`config.mk`:
```
export PLATFORM = sky130hd
export DESIGN_NAME = dic_irq_conv
export DESIGN_NICKNAME = d
export VERILOG_FILES = /design/src/dic_irq_conv.v /design/src/dic_rate_timer.v
export VERILOG_INCLUDE_DIRS = /design/src
export SDC_FILE = /design/constraint.sdc
export NUM_CORES = 1
export LEC_CHECK = 0
export ABC_AREA = 0
export BUFFER_PORTS_ARGS = -buffer_cell sky130_fd_sc_hd__buf_4
export CORE_MARGIN = 2
export CORE_UTILIZATION = 51
export CTS_BUF_LIST = sky130_fd_sc_hd__clkbuf_16
export DETAILED_ROUTE_END_ITERATION = 10
export GPL_ROUTABILITY_DRIVEN = 0
export PLACE_DENSITY = 0.76
export SETUP_SLACK_MARGIN = 0.05
export SLEW_MARGIN = 25
export SYNTH_ARGS = -nofsm -noshare
export SYNTH_HDL_FRONTEND = slang
export SYNTH_SLANG_ARGS = --single-unit
```
`constraint.sdc`:
```
create_clock -name mclk_i -period 2 [get_ports mclk_i]
set_clock_uncertainty 0.1 [all_clocks]
set_input_delay 0.2 -clock mclk_i [delete_from_list [all_inputs] [get_ports mclk_i]]
set_output_delay 0.2 -clock mclk_i [all_outputs]
set_load 0.005 [all_outputs]
```
`src/dic_consts.vh`:
```
// Functional notes
// doorbell flag set only by host control write; cleared by writing its clear bit.
// adc flag set when conversion result lands; cleared by its clear bit.
// dac flag set by dac timer tick; cleared by its clear bit.
// clear bits 4,3,2 clear flags on one, ignore zero, read zero.
// per-line mask bits: one lets the line through, zero blocks it.
// host interrupt bit unstored; processor write of one raises host request.
// host acknowledges by writing one to bit 0 of its control register.
// host request drops three host instruction times after acknowledge.
// global enable gates all lines; reset forces it off.
// routing field places the three flags on lines per table; 110/111 reserved.
// data write loads ten dac bits, upper six ignored.
// data read returns adc result in bits 9..2, bits 1..0 zero.
// control bit 15 selects dac flag source: pin or dac timer.
// control bit 8 selects dac timer period.
// control bits 6 and 7 drive two user output pins.
// control bit 5 enables the adc; reset forces zero.
// bit 4 is read-only conversion complete, cleared by data read.
// writing bit 3 starts one conversion; else conversions wait for timer.
// control bit 0 selects adc timer period.
// pending lines served high first; no nesting.
// table columns: doorbell, adc, dac; code 000 gives high, mid, low.
// line asserted only if routed flag set, mask one, global enable one.
// interrupt control bits 1 and 0 ignore writes, read zero.
`ifndef DIC_CONSTS_VH
`define DIC_CONSTS_VH
`define DIC_ADDR_ICR      2'b00
`define DIC_ADDR_DATA     2'b01
`define DIC_ADDR_ACR      2'b10
`define DIC_B_DB_FLAG     15
`define DIC_B_ADC_FLAG    14
`define DIC_B_DAC_FLAG    13
`define DIC_B_MASK2       12
`define DIC_B_MASK1       11
`define DIC_B_MASK0       10
`define DIC_B_HOST_IRQ    9
`define DIC_B_GIE         8
`define DIC_F_ROUTE_HI    7
`define DIC_F_ROUTE_LO    5
`define DIC_B_CLR_DB      4
`define DIC_B_CLR_ADC     3
`define DIC_B_CLR_DAC     2
`define DIC_B_SRC_PIN     15
`define DIC_B_ACR_ONE     9
`define DIC_B_DAC_RATE    8
`define DIC_B_USER_B      7
`define DIC_B_USER_A      6
`define DIC_B_ADC_EN      5
`define DIC_B_DONE        4
`define DIC_B_START       3
`define DIC_B_CLK_SEL     1
`define DIC_B_ADC_RATE    0
`define DIC_DAC_W         10
`define DIC_ADC_LO        2
`define DIC_ADC_HI        9
`define DIC_ACR_RST       16'h0002
`define DIC_ACK_DELAY     2'h3
`define DIC_DAC_P16K      20'h0_1e84
`define DIC_DAC_P10K      20'h0_30d4
`define DIC_ADC_P16K      20'h0_1e84
`define DIC_ADC_P8K       20'h0_3d09
`define DIC_CONV_CYC      20'h0_0014
`endif

```
`src/dic_irq_conv.v`:
```
`include "dic_consts.vh"
module dic_irq_conv (
   input  wire        mclk_i,
   input  wire        rstn_i,
   input  wire        ce_i,
   input  wire [1:0]  reg_addr_i,
   input  wire        reg_wr_i,
   input  wire        reg_rd_i,
   input  wire [15:0] reg_wdata_i,
   output reg  [15:0] reg_rdata_o,
   input  wire        host_doorbell_control_i,
   input  wire        host_ack_i,
   input  wire        host_instr_tick_i,
   output reg         host_doorbell_request_o,
   output wire        doorbell_request_flag_o,
   input  wire        external_port_pin_i,
   input  wire        adc_done_i,
   input  wire [7:0]  adc_data_i,
   input  wire        in_service_i,
   output reg         adc_start_o,
   output reg         adc_enable_o,
   output reg  [9:0]  dac_data_o,
   output reg         dac_load_o,
   output reg         user_output_a_o,
   output reg         user_output_b_o,
   output reg         priority_line_high_o,
   output reg         priority_line_mid_o,
   output reg         priority_line_low_o
);
   reg        doorbell_request_flag_r;
   reg        adc_request_flag_r;
   reg        dac_request_flag_r;
   reg        line2_mask_r;
   reg        line1_mask_r;
   reg        line0_mask_r;
   reg        global_irq_enable_r;
   reg [2:0]  route_r;
   reg [15:0] acr_r;
   reg        done_r;
   reg [7:0]  adc_res_r;
   reg [1:0]  ack_cnt_r;
   reg        ack_pend_r;
   reg        pin_q_r;
   wire       wr_icr;
   wire       wr_acr;
   wire       rd_data;
   wire       dac_tick;
   wire       adc_tick;
   wire       pin_rise;
   wire       dac_set;
   reg        db_line;
   reg        adc_line;
   reg        dac_line;
   reg        hi_req;
   reg        mid_req;
   reg        lo_req;

   assign wr_icr  = reg_wr_i && (reg_addr_i == `DIC_ADDR_ICR);
   assign wr_acr  = reg_wr_i && (reg_addr_i == `DIC_ADDR_ACR);
   assign rd_data = reg_rd_i && (reg_addr_i == `DIC_ADDR_DATA);
   assign doorbell_request_flag_o = doorbell_request_flag_r;

   dic_rate_timer u_dac_tmr (
      .mclk_i   (mclk_i),
      .rstn_i   (rstn_i),
      .ce_i     (ce_i),
      .period_i (acr_r[`DIC_B_DAC_RATE] ? `DIC_DAC_P10K : `DIC_DAC_P16K),
      .tick_o   (dac_tick)
   );
   dic_rate_timer u_adc_tmr (
      .mclk_i   (mclk_i),
      .rstn_i   (rstn_i),
      .ce_i     (ce_i),
      .period_i (acr_r[`DIC_B_ADC_RATE] ? `DIC_ADC_P16K : `DIC_ADC_P8K),
      .tick_o   (adc_tick)
   );

   assign pin_rise = external_port_pin_i && !pin_q_r;
   assign dac_set  = acr_r[`DIC_B_SRC_PIN] ? pin_rise : dac_tick;

   // flags: a set in the same cycle as a clear wins
   always @(posedge mclk_i or negedge rstn_i) begin
      if (!rstn_i) begin
         doorbell_request_flag_r <= 1'b0;
         adc_request_flag_r      <= 1'b0;
         dac_request_flag_r      <= 1'b0;
         line2_mask_r            <= 1'b0;
         line1_mask_r            <= 1'b0;
         line0_mask_r            <= 1'b0;
         global_irq_enable_r     <= 1'b0;
         route_r                 <= 3'b000;
         pin_q_r                 <= 1'b0;
      end else if (ce_i) begin
         pin_q_r <= external_port_pin_i;
         if (host_doorbell_control_i)
            doorbell_request_flag_r <= 1'b1;
         else if (wr_icr && reg_wdata_i[`DIC_B_CLR_DB])
            doorbell_request_flag_r <= 1'b0;
         if (adc_done_i)
            adc_request_flag_r <= 1'b1;
         else if (wr_icr && reg_wdata_i[`DIC_B_CLR_ADC])
            adc_request_flag_r <= 1'b0;
         if (dac_set)
            dac_request_flag_r <= 1'b1;
         else if (wr_icr && reg_wdata_i[`DIC_B_CLR_DAC])
            dac_request_flag_r <= 1'b0;
         if (wr_icr) begin
            line2_mask_r        <= reg_wdata_i[`DIC_B_MASK2];
            line1_mask_r        <= reg_wdata_i[`DIC_B_MASK1];
            line0_mask_r        <= reg_wdata_i[`DIC_B_MASK0];
            global_irq_enable_r <= reg_wdata_i[`DIC_B_GIE];
            route_r <= reg_wdata_i[`DIC_F_ROUTE_HI:`DIC_F_ROUTE_LO];
         end
      end
   end

   // host request: set by processor write, dropped three host instructions after ack
   always @(posedge mclk_i or negedge rstn_i) begin
      if (!rstn_i) begin
         host_doorbell_request_o <= 1'b0;
         ack_pend_r              <= 1'b0;
         ack_cnt_r               <= 2'd0;
      end else if (ce_i) begin
         if (host_ack_i) begin
            ack_pend_r <= 1'b1;
            ack_cnt_r  <= 2'd0;
         end else if (ack_pend_r && host_instr_tick_i) begin
            if (ack_cnt_r == `DIC_ACK_DELAY - 2'd1) begin
               ack_pend_r <= 1'b0;
            end
            ack_cnt_r <= ack_cnt_r + 2'd1;
         end
         if (wr_icr && reg_wdata_i[`DIC_B_HOST_IRQ])
            host_doorbell_request_o <= 1'b1;
         else if (ack_pend_r && host_instr_tick_i && !host_ack_i
                  && ack_cnt_r == `DIC_ACK_DELAY - 2'd1)
            host_doorbell_request_o <= 1'b0;
      end
   end

   // converter control and data
   always @(posedge mclk_i or negedge rstn_i) begin
      if (!rstn_i) begin
         acr_r           <= `DIC_ACR_RST;
         done_r          <= 1'b0;
         adc_res_r       <= 8'h00;
         dac_data_o      <= 10'h000;
         dac_load_o      <= 1'b0;
         adc_start_o     <= 1'b0;
         adc_enable_o    <= 1'b0;
         user_output_a_o <= 1'b0;
         user_output_b_o <= 1'b0;
      end else if (ce_i) begin
         dac_load_o <= 1'b0;
         if (reg_wr_i && reg_addr_i == `DIC_ADDR_DATA) begin
            dac_data_o <= reg_wdata_i[`DIC_DAC_W-1:0];
            dac_load_o <= 1'b1;
         end
         if (wr_acr) begin
            acr_r <= reg_wdata_i;
            adc_enable_o    <= reg_wdata_i[`DIC_B_ADC_EN];
            user_output_a_o <= reg_wdata_i[`DIC_B_USER_A];
            user_output_b_o <= reg_wdata_i[`DIC_B_USER_B];
         end
         // start pulse: explicit trigger, or timer tick otherwise; an enable written
         // together with the start bit must count, or the first trigger is lost
         adc_start_o <= (wr_acr ? reg_wdata_i[`DIC_B_ADC_EN] : adc_enable_o) &&
                        ((wr_acr && reg_wdata_i[`DIC_B_START]) ||
                         (!acr_r[`DIC_B_START] && adc_tick));
         if (adc_done_i) begin
            adc_res_r <= adc_data_i;
            done_r    <= 1'b1;
         end else if (rd_data)
            done_r <= 1'b0;
      end
   end

   // routing: columns doorbell, adc, dac
   always @* begin
      db_line  = 1'b0;
      adc_line = 1'b0;
      dac_line = 1'b0;
      hi_req   = 1'b0;
      mid_req  = 1'b0;
      lo_req   = 1'b0;
      case (route_r)
         3'b000: begin
            hi_req  = doorbell_request_flag_r;
            mid_req = adc_request_flag_r;
            lo_req  = dac_request_flag_r;
         end
         3'b001: begin
            mid_req = doorbell_request_flag_r;
            hi_req  = adc_request_flag_r;
            lo_req  = dac_request_flag_r;
         end
         3'b010: begin
            hi_req  = doorbell_request_flag_r;
            lo_req  = adc_request_flag_r;
            mid_req = dac_request_flag_r;
         end
         3'b011: begin
            mid_req = doorbell_request_flag_r;
            lo_req  = adc_request_flag_r;
            hi_req  = dac_request_flag_r;
         end
         3'b100: begin
            lo_req  = doorbell_request_flag_r;
            hi_req  = adc_request_flag_r;
            mid_req = dac_request_flag_r;
         end
         3'b101: begin
            lo_req  = doorbell_request_flag_r;
            mid_req = adc_request_flag_r;
            hi_req  = dac_request_flag_r;
         end
         default: begin
            // reserved codes route nothing
            db_line = 1'b0;
         end
      endcase
      adc_line = hi_req && line2_mask_r && global_irq_enable_r;
      db_line  = mid_req && line1_mask_r && global_irq_enable_r;
      dac_line = lo_req && line0_mask_r && global_irq_enable_r;
   end

   // one line at a time, highest first, held off while a routine runs
   always @(posedge mclk_i or negedge rstn_i) begin
      if (!rstn_i) begin
         priority_line_high_o <= 1'b0;
         priority_line_mid_o  <= 1'b0;
         priority_line_low_o  <= 1'b0;
      end else if (ce_i) begin
         priority_line_high_o <= !in_service_i && adc_line;
         priority_line_mid_o  <= !in_service_i && !adc_line && db_line;
         priority_line_low_o  <= !in_service_i && !adc_line && !db_line && dac_line;
      end
   end

   // read mux; clear bits, host bit and reserved bits read zero; control register bit 9 reads one
   always @* begin
      reg_rdata_o = 16'h0000;
      case (reg_addr_i)
         `DIC_ADDR_ICR: begin
            reg_rdata_o[`DIC_B_DB_FLAG]  = doorbell_request_flag_r;
            reg_rdata_o[`DIC_B_ADC_FLAG] = adc_request_flag_r;
            reg_rdata_o[`DIC_B_DAC_FLAG] = dac_request_flag_r;
            reg_rdata_o[`DIC_B_MASK2]    = line2_mask_r;
            reg_rdata_o[`DIC_B_MASK1]    = line1_mask_r;
            reg_rdata_o[`DIC_B_MASK0]    = line0_mask_r;
            reg_rdata_o[`DIC_B_GIE]      = global_irq_enable_r;
            reg_rdata_o[`DIC_F_ROUTE_HI:`DIC_F_ROUTE_LO] = route_r;
         end
         `DIC_ADDR_DATA: begin
            reg_rdata_o[`DIC_ADC_HI:`DIC_ADC_LO] = adc_res_r;
         end
         `DIC_ADDR_ACR: begin
            reg_rdata_o[`DIC_B_SRC_PIN]  = acr_r[`DIC_B_SRC_PIN];
            reg_rdata_o[`DIC_B_ACR_ONE]  = 1'b1;
            reg_rdata_o[`DIC_B_DAC_RATE] = acr_r[`DIC_B_DAC_RATE];
            reg_rdata_o[`DIC_B_USER_B]   = acr_r[`DIC_B_USER_B];
            reg_rdata_o[`DIC_B_USER_A]   = acr_r[`DIC_B_USER_A];
            reg_rdata_o[`DIC_B_ADC_EN]   = adc_enable_o;
            reg_rdata_o[`DIC_B_DONE]     = done_r;
            reg_rdata_o[`DIC_B_START]    = acr_r[`DIC_B_START];
            reg_rdata_o[`DIC_B_CLK_SEL]  = acr_r[`DIC_B_CLK_SEL];
            reg_rdata_o[`DIC_B_ADC_RATE] = acr_r[`DIC_B_ADC_RATE];
         end
         default: begin
            reg_rdata_o = 16'h0000;
         end
      endcase
   end
endmodule // dic_irq_conv

```
`src/dic_rate_timer.v`:
```
`include "dic_consts.vh"
module dic_rate_timer (
   input  wire        mclk_i,
   input  wire        rstn_i,
   input  wire        ce_i,
   input  wire [19:0] period_i,
   output reg         tick_o
);
   reg [19:0] cnt_r;
   always @(posedge mclk_i or negedge rstn_i) begin
      if (!rstn_i) begin
         cnt_r  <= 20'h0_0000;
         tick_o <= 1'b0;
      end else if (ce_i) begin
         // free running; a period change applies to the lap in progress, wrapping at once if the count is already past it
         if (cnt_r >= period_i - 20'h0_0001) begin
            cnt_r  <= 20'h0_0000;
            tick_o <= 1'b1;
         end else begin
            cnt_r  <= cnt_r + 20'h0_0001;
            tick_o <= 1'b0;
         end
      end
   end
endmodule // dic_rate_timer

```
==> metrics.md <==
| Metric | Value |
|---|---|
| Layout Cells excl Fill | 690 |
| Die Width | 99.5 µm |
| Core ar. | 0.00876 mm² |
| Nets@finish | 634 |
| Worst skew pair latency | 0.34 ns |
| Worst-path cell chain | ha_4, or4_4, nor4_4, o31a_4, a21oi_4, buf_6, a21o_4 |
| Via-to-Cell Ratio | 5.63 |
| Synth async-reset ratio | 100% |
| Clock share of power | 30.6% |
| WP data required | 2.13 ns |
| Reg2Reg Capture Point | u_adc_tmr.tick_o$_DFFE_PN0P_ |
| DRT Wirelength | 11800 µm |
| Max Cap Violations | 0 |
| Antenna Nets Post-Route | 0 |
| Power density over the cells | 845 mW/mm² |
| Core Util, Final | 71.9% |
| Synth cell types | 57 |
| Worst-Margin Slew | 0.586 ns |
| DR iter-0 viols | 236 |
| Placed instance count | 648 |
| Setup CP Type | flop to flop |
| Clock Sinks | 89 |
| Post-synthesis sequential area ratio | 47.9% |
| Fmax | 484 MHz |
| Hold Path Class | input pin to flop |
| Initial antenna violation count | 0 |
| Final setup fails | 13 |
| Cell count along the critical path | 7 |
| Antenna cells | 0 |
| Slew Limit Fails | 0 |
| CP Launch Type | flop |
| Status | finished with violations |
| Fill cells | 598 |
| Initial core utilization | 53.1% |
| Cell area after layout | 0.00630 mm² |
| Drt wl/cell | 17.0 µm |
| Psw | 1.64 mW |
| Ys Warns | 0 |
| Chip Height | 99.5 µm |
| Setup ws final | -0.0667 ns |
| Via count | 3888 |
| Register share of total power | 43.8% |
| Std-Cell Rows | 34 |
| Area growth, synth to finish | 35.5% |
| Multi-input logic area | 0.00245 mm² |
| Avg Inst Size Synth | 10.4 µm² |
| GRT Util Overall | 24.2% |
| Critical path endpoint | u_adc_tmr.tick_o$_DFFE_PN0P_ |
| Share of post-route cells with drive strength above 1 | 36.1% |
| Shortest period the worst path allows | 2.07 ns |
| Peak supply drop | 0.000537 V |
| Clk root buf | clkbuf_16 |
| Largest net degree at the start of global routing | 35 |
| Max incr delay on CP | 0.47 ns |
| Final Cycle Share | 103% |
| Clock slew at reported path FFs | 0.07 ns |
| Primary FF master, synth | dfrtp_1 |
| Cells after Synth | 445 |
| Remaining DRCs | 0 |
| Setup TNS | -0.220 ns |
| Internal cell power | 3.69 mW |
| Arrival @ worst endpoint | 2.19 ns |
| Mapped Area | 0.00465 mm² |
| Switching Share | 30.8% |
| HPWL after DPL | 7900 µm |
| Num CTS Buffers | 9 |
| R2r setup slk | -0.07 ns |
| H-Tree Depth | 3 |
| Pwr Total | 5.32 mW |
| Setup crit start | acr_r[0]$_DFFE_PN0P_ |
| Max Buffers Root-to-Sink | 2 |
| Crit-path leading delay family | simple AND/OR/NAND/NOR gates |
| Net Count, Synth | 502 |
| Worst reg2reg startpoint | acr_r[0]$_DFFE_PN0P_ |
| CP Max Fanout | 7 |
| RSZ-0062 raised after global routing | true |
| LEAKAGE | 2.90 nW |
| CTS tree | built |
| First-pass GRT wire length | 19100 µm |
| # IOs | 73 |
| Gate power share | 25.6% |
| Number of synthesized register bits | 89 |
| Failing checks | setup timing |
| Port Buffers | 70 |
| Seq. cell area | 0.00223 mm² |
| Slowest cell on the critical path | dfrtp_2 |
| Reg2Reg Depth | 7 |
| Critical path capture point type | flop |
| Grt ovf | 0 |
| DR pass1 iterations | 6 |
| Slew HR | 60.6% |
| Post-synth EDFFs | 0 |
| Total die area | 0.00990 mm² |
| Number of global-route vias before repair | 3998 |
| Final hold violations | 0 |
| WP buf/inv | 1 |
| Post-DP Area | 0.00555 mm² |
-- area by class of cell --
type	count	share of cell area, %
multi-input combinational	320	38.9
sequential	89	35.4
timing repair buffer	135	17.7
clock buffer	9	3.57
tap	108	2.14
inverter	22	1.31
clock inverter	7	0.953
-- power groups by stage --
stage | Sequential (mW) | Clock (mW) | Combinational, mW
after global routing | 2.37 | 1.73 | 1.49
after detailed placement | 2.34 | 0 | 1.20
final | 2.33 | 1.63 | 1.36
after floorplan | 2.30 | 0 | 0.682
after global placement | 2.32 | 0 | 1.16
after CTS | 2.31 | 1.64 | 1.27
-- state kept, by name (all words and copies together), names as in the netlist, 2 cells and up --
register         cells
ack_cnt_r            2
acr_r                7
adc_res_r            8
dac_data_o          10
route_r              3
u_adc_tmr.cnt_r     20
u_dac_tmr.cnt_r     20
-- layout by cell type, fill, tap and decap left out, types with 12 or more instances in the layout --
cell / count
ha_1: 13
xnor2_1: 15
buf_4: 105
and2_1: 12
dfrtp_1: 86
inv_1: 20
dlygate4sd3_1: 21
mux2_2: 27
nand3_1: 19
nor2_1: 30
nand2_1: 47
-- routing by layer --
metal  track usage (%)  wire length, µm
met1              31.0             4870
met2              42.0             6180
met3              4.71              533
met4              6.85              174
met5                 0                0
-- metrics by stage --
step           setup WS (ns)  hold slack, ns
2_1_floorplan         0.0534          -0.196
3_3_place_gp          -0.105         0.00908
3_5_place_dp          -0.234         0.00973
4_1_cts              -0.0505         0.00244
5_1_grt               -0.127          0.0147
6_report             -0.0667         0.00913
-- cell usage after synthesis (2+ instances only) --
library cell   n  area (µm²)
and3_1         7        43.8
a21oi_1       10        50.1
o31ai_1        2        15.0
ha_1          20         250
xor2_1        11        96.3
o22ai_1        6        37.5
nor3_1         6        30.0
nor4_1         3        18.8
o2bb2ai_1      2        17.5
nand4_1        9        56.3
nor2_2        10        62.6
a211oi_1       4        30.0
o21ai_0        9        45.0
nor2_1        32         120
clkbuf_1      10        37.5
mux2_2        27         304
a21boi_0       4        30.0
dfrtp_1       88        2200
a31oi_1        7        43.8
nand3_1       20         100
inv_1         22        82.6
or3_1          3        18.8
buf_2          2        10.0
nand2_1       48         180
mux2i_1        2        20.0
a222oi_1       4        40.0
nor2b_1        6        37.5
a22o_1         5        43.8
and2_1        12        75.1
xnor2_1       15         131
nor4_2         2        25.0
a22oi_1        3        22.5
or2_2          2        12.5
nand2b_1       4        25.0
or3b_2         2        17.5
o211ai_1       5        37.5
-- what timing repair did --
item,4_1_cts,5_1_grt
hold buffers,20,1
endpoints found under the setup margin,41,43
buffers inserted,4,1
resized for setup,14,27
pin swaps,8,11
hold endpoints to repair,86,1
-- worst min-delay path by stage --
stage | startpoint | to | slack (ns) | cells after the start
4_1_cts | adc_data_i[7] | adc_res_r[7]$_DFFE_PN0P_ | 0.002 | 2
3_5_place_dp | rstn_i | u_adc_tmr.cnt_r[0]$_DFFE_PN0P_ | 0.01 | 1
5_1_grt | reg_wdata_i[2] | dac_data_o[2]$_DFFE_PN0P_ | 0.01 | 2
6_report | reg_wdata_i[15] | acr_r[15]$_DFFE_PN0P_ | 0.009 | 2
3_3_place_gp | rstn_i | u_adc_tmr.cnt_r[0]$_DFFE_PN0P_ | 0.009 | 1
2_1_floorplan | rstn_i | ack_cnt_r[0]$_DFFE_PN0P_ | -0.20 | 0
-- cells by family (layout without fill, tap and decap cells) --
logic type      Yosys count  in the layout  synth area share (%)
compound gates           71             71                  11.8
xor+xnor                 26             26                  4.90
buf+inv                  36            173                  3.31
flops                    89             89                  47.9
mux                      29             29                  6.97
simple gates            174            174                  19.7
fa+ha+maj                20             20                  5.38
(Power assumes the default switching activity.)
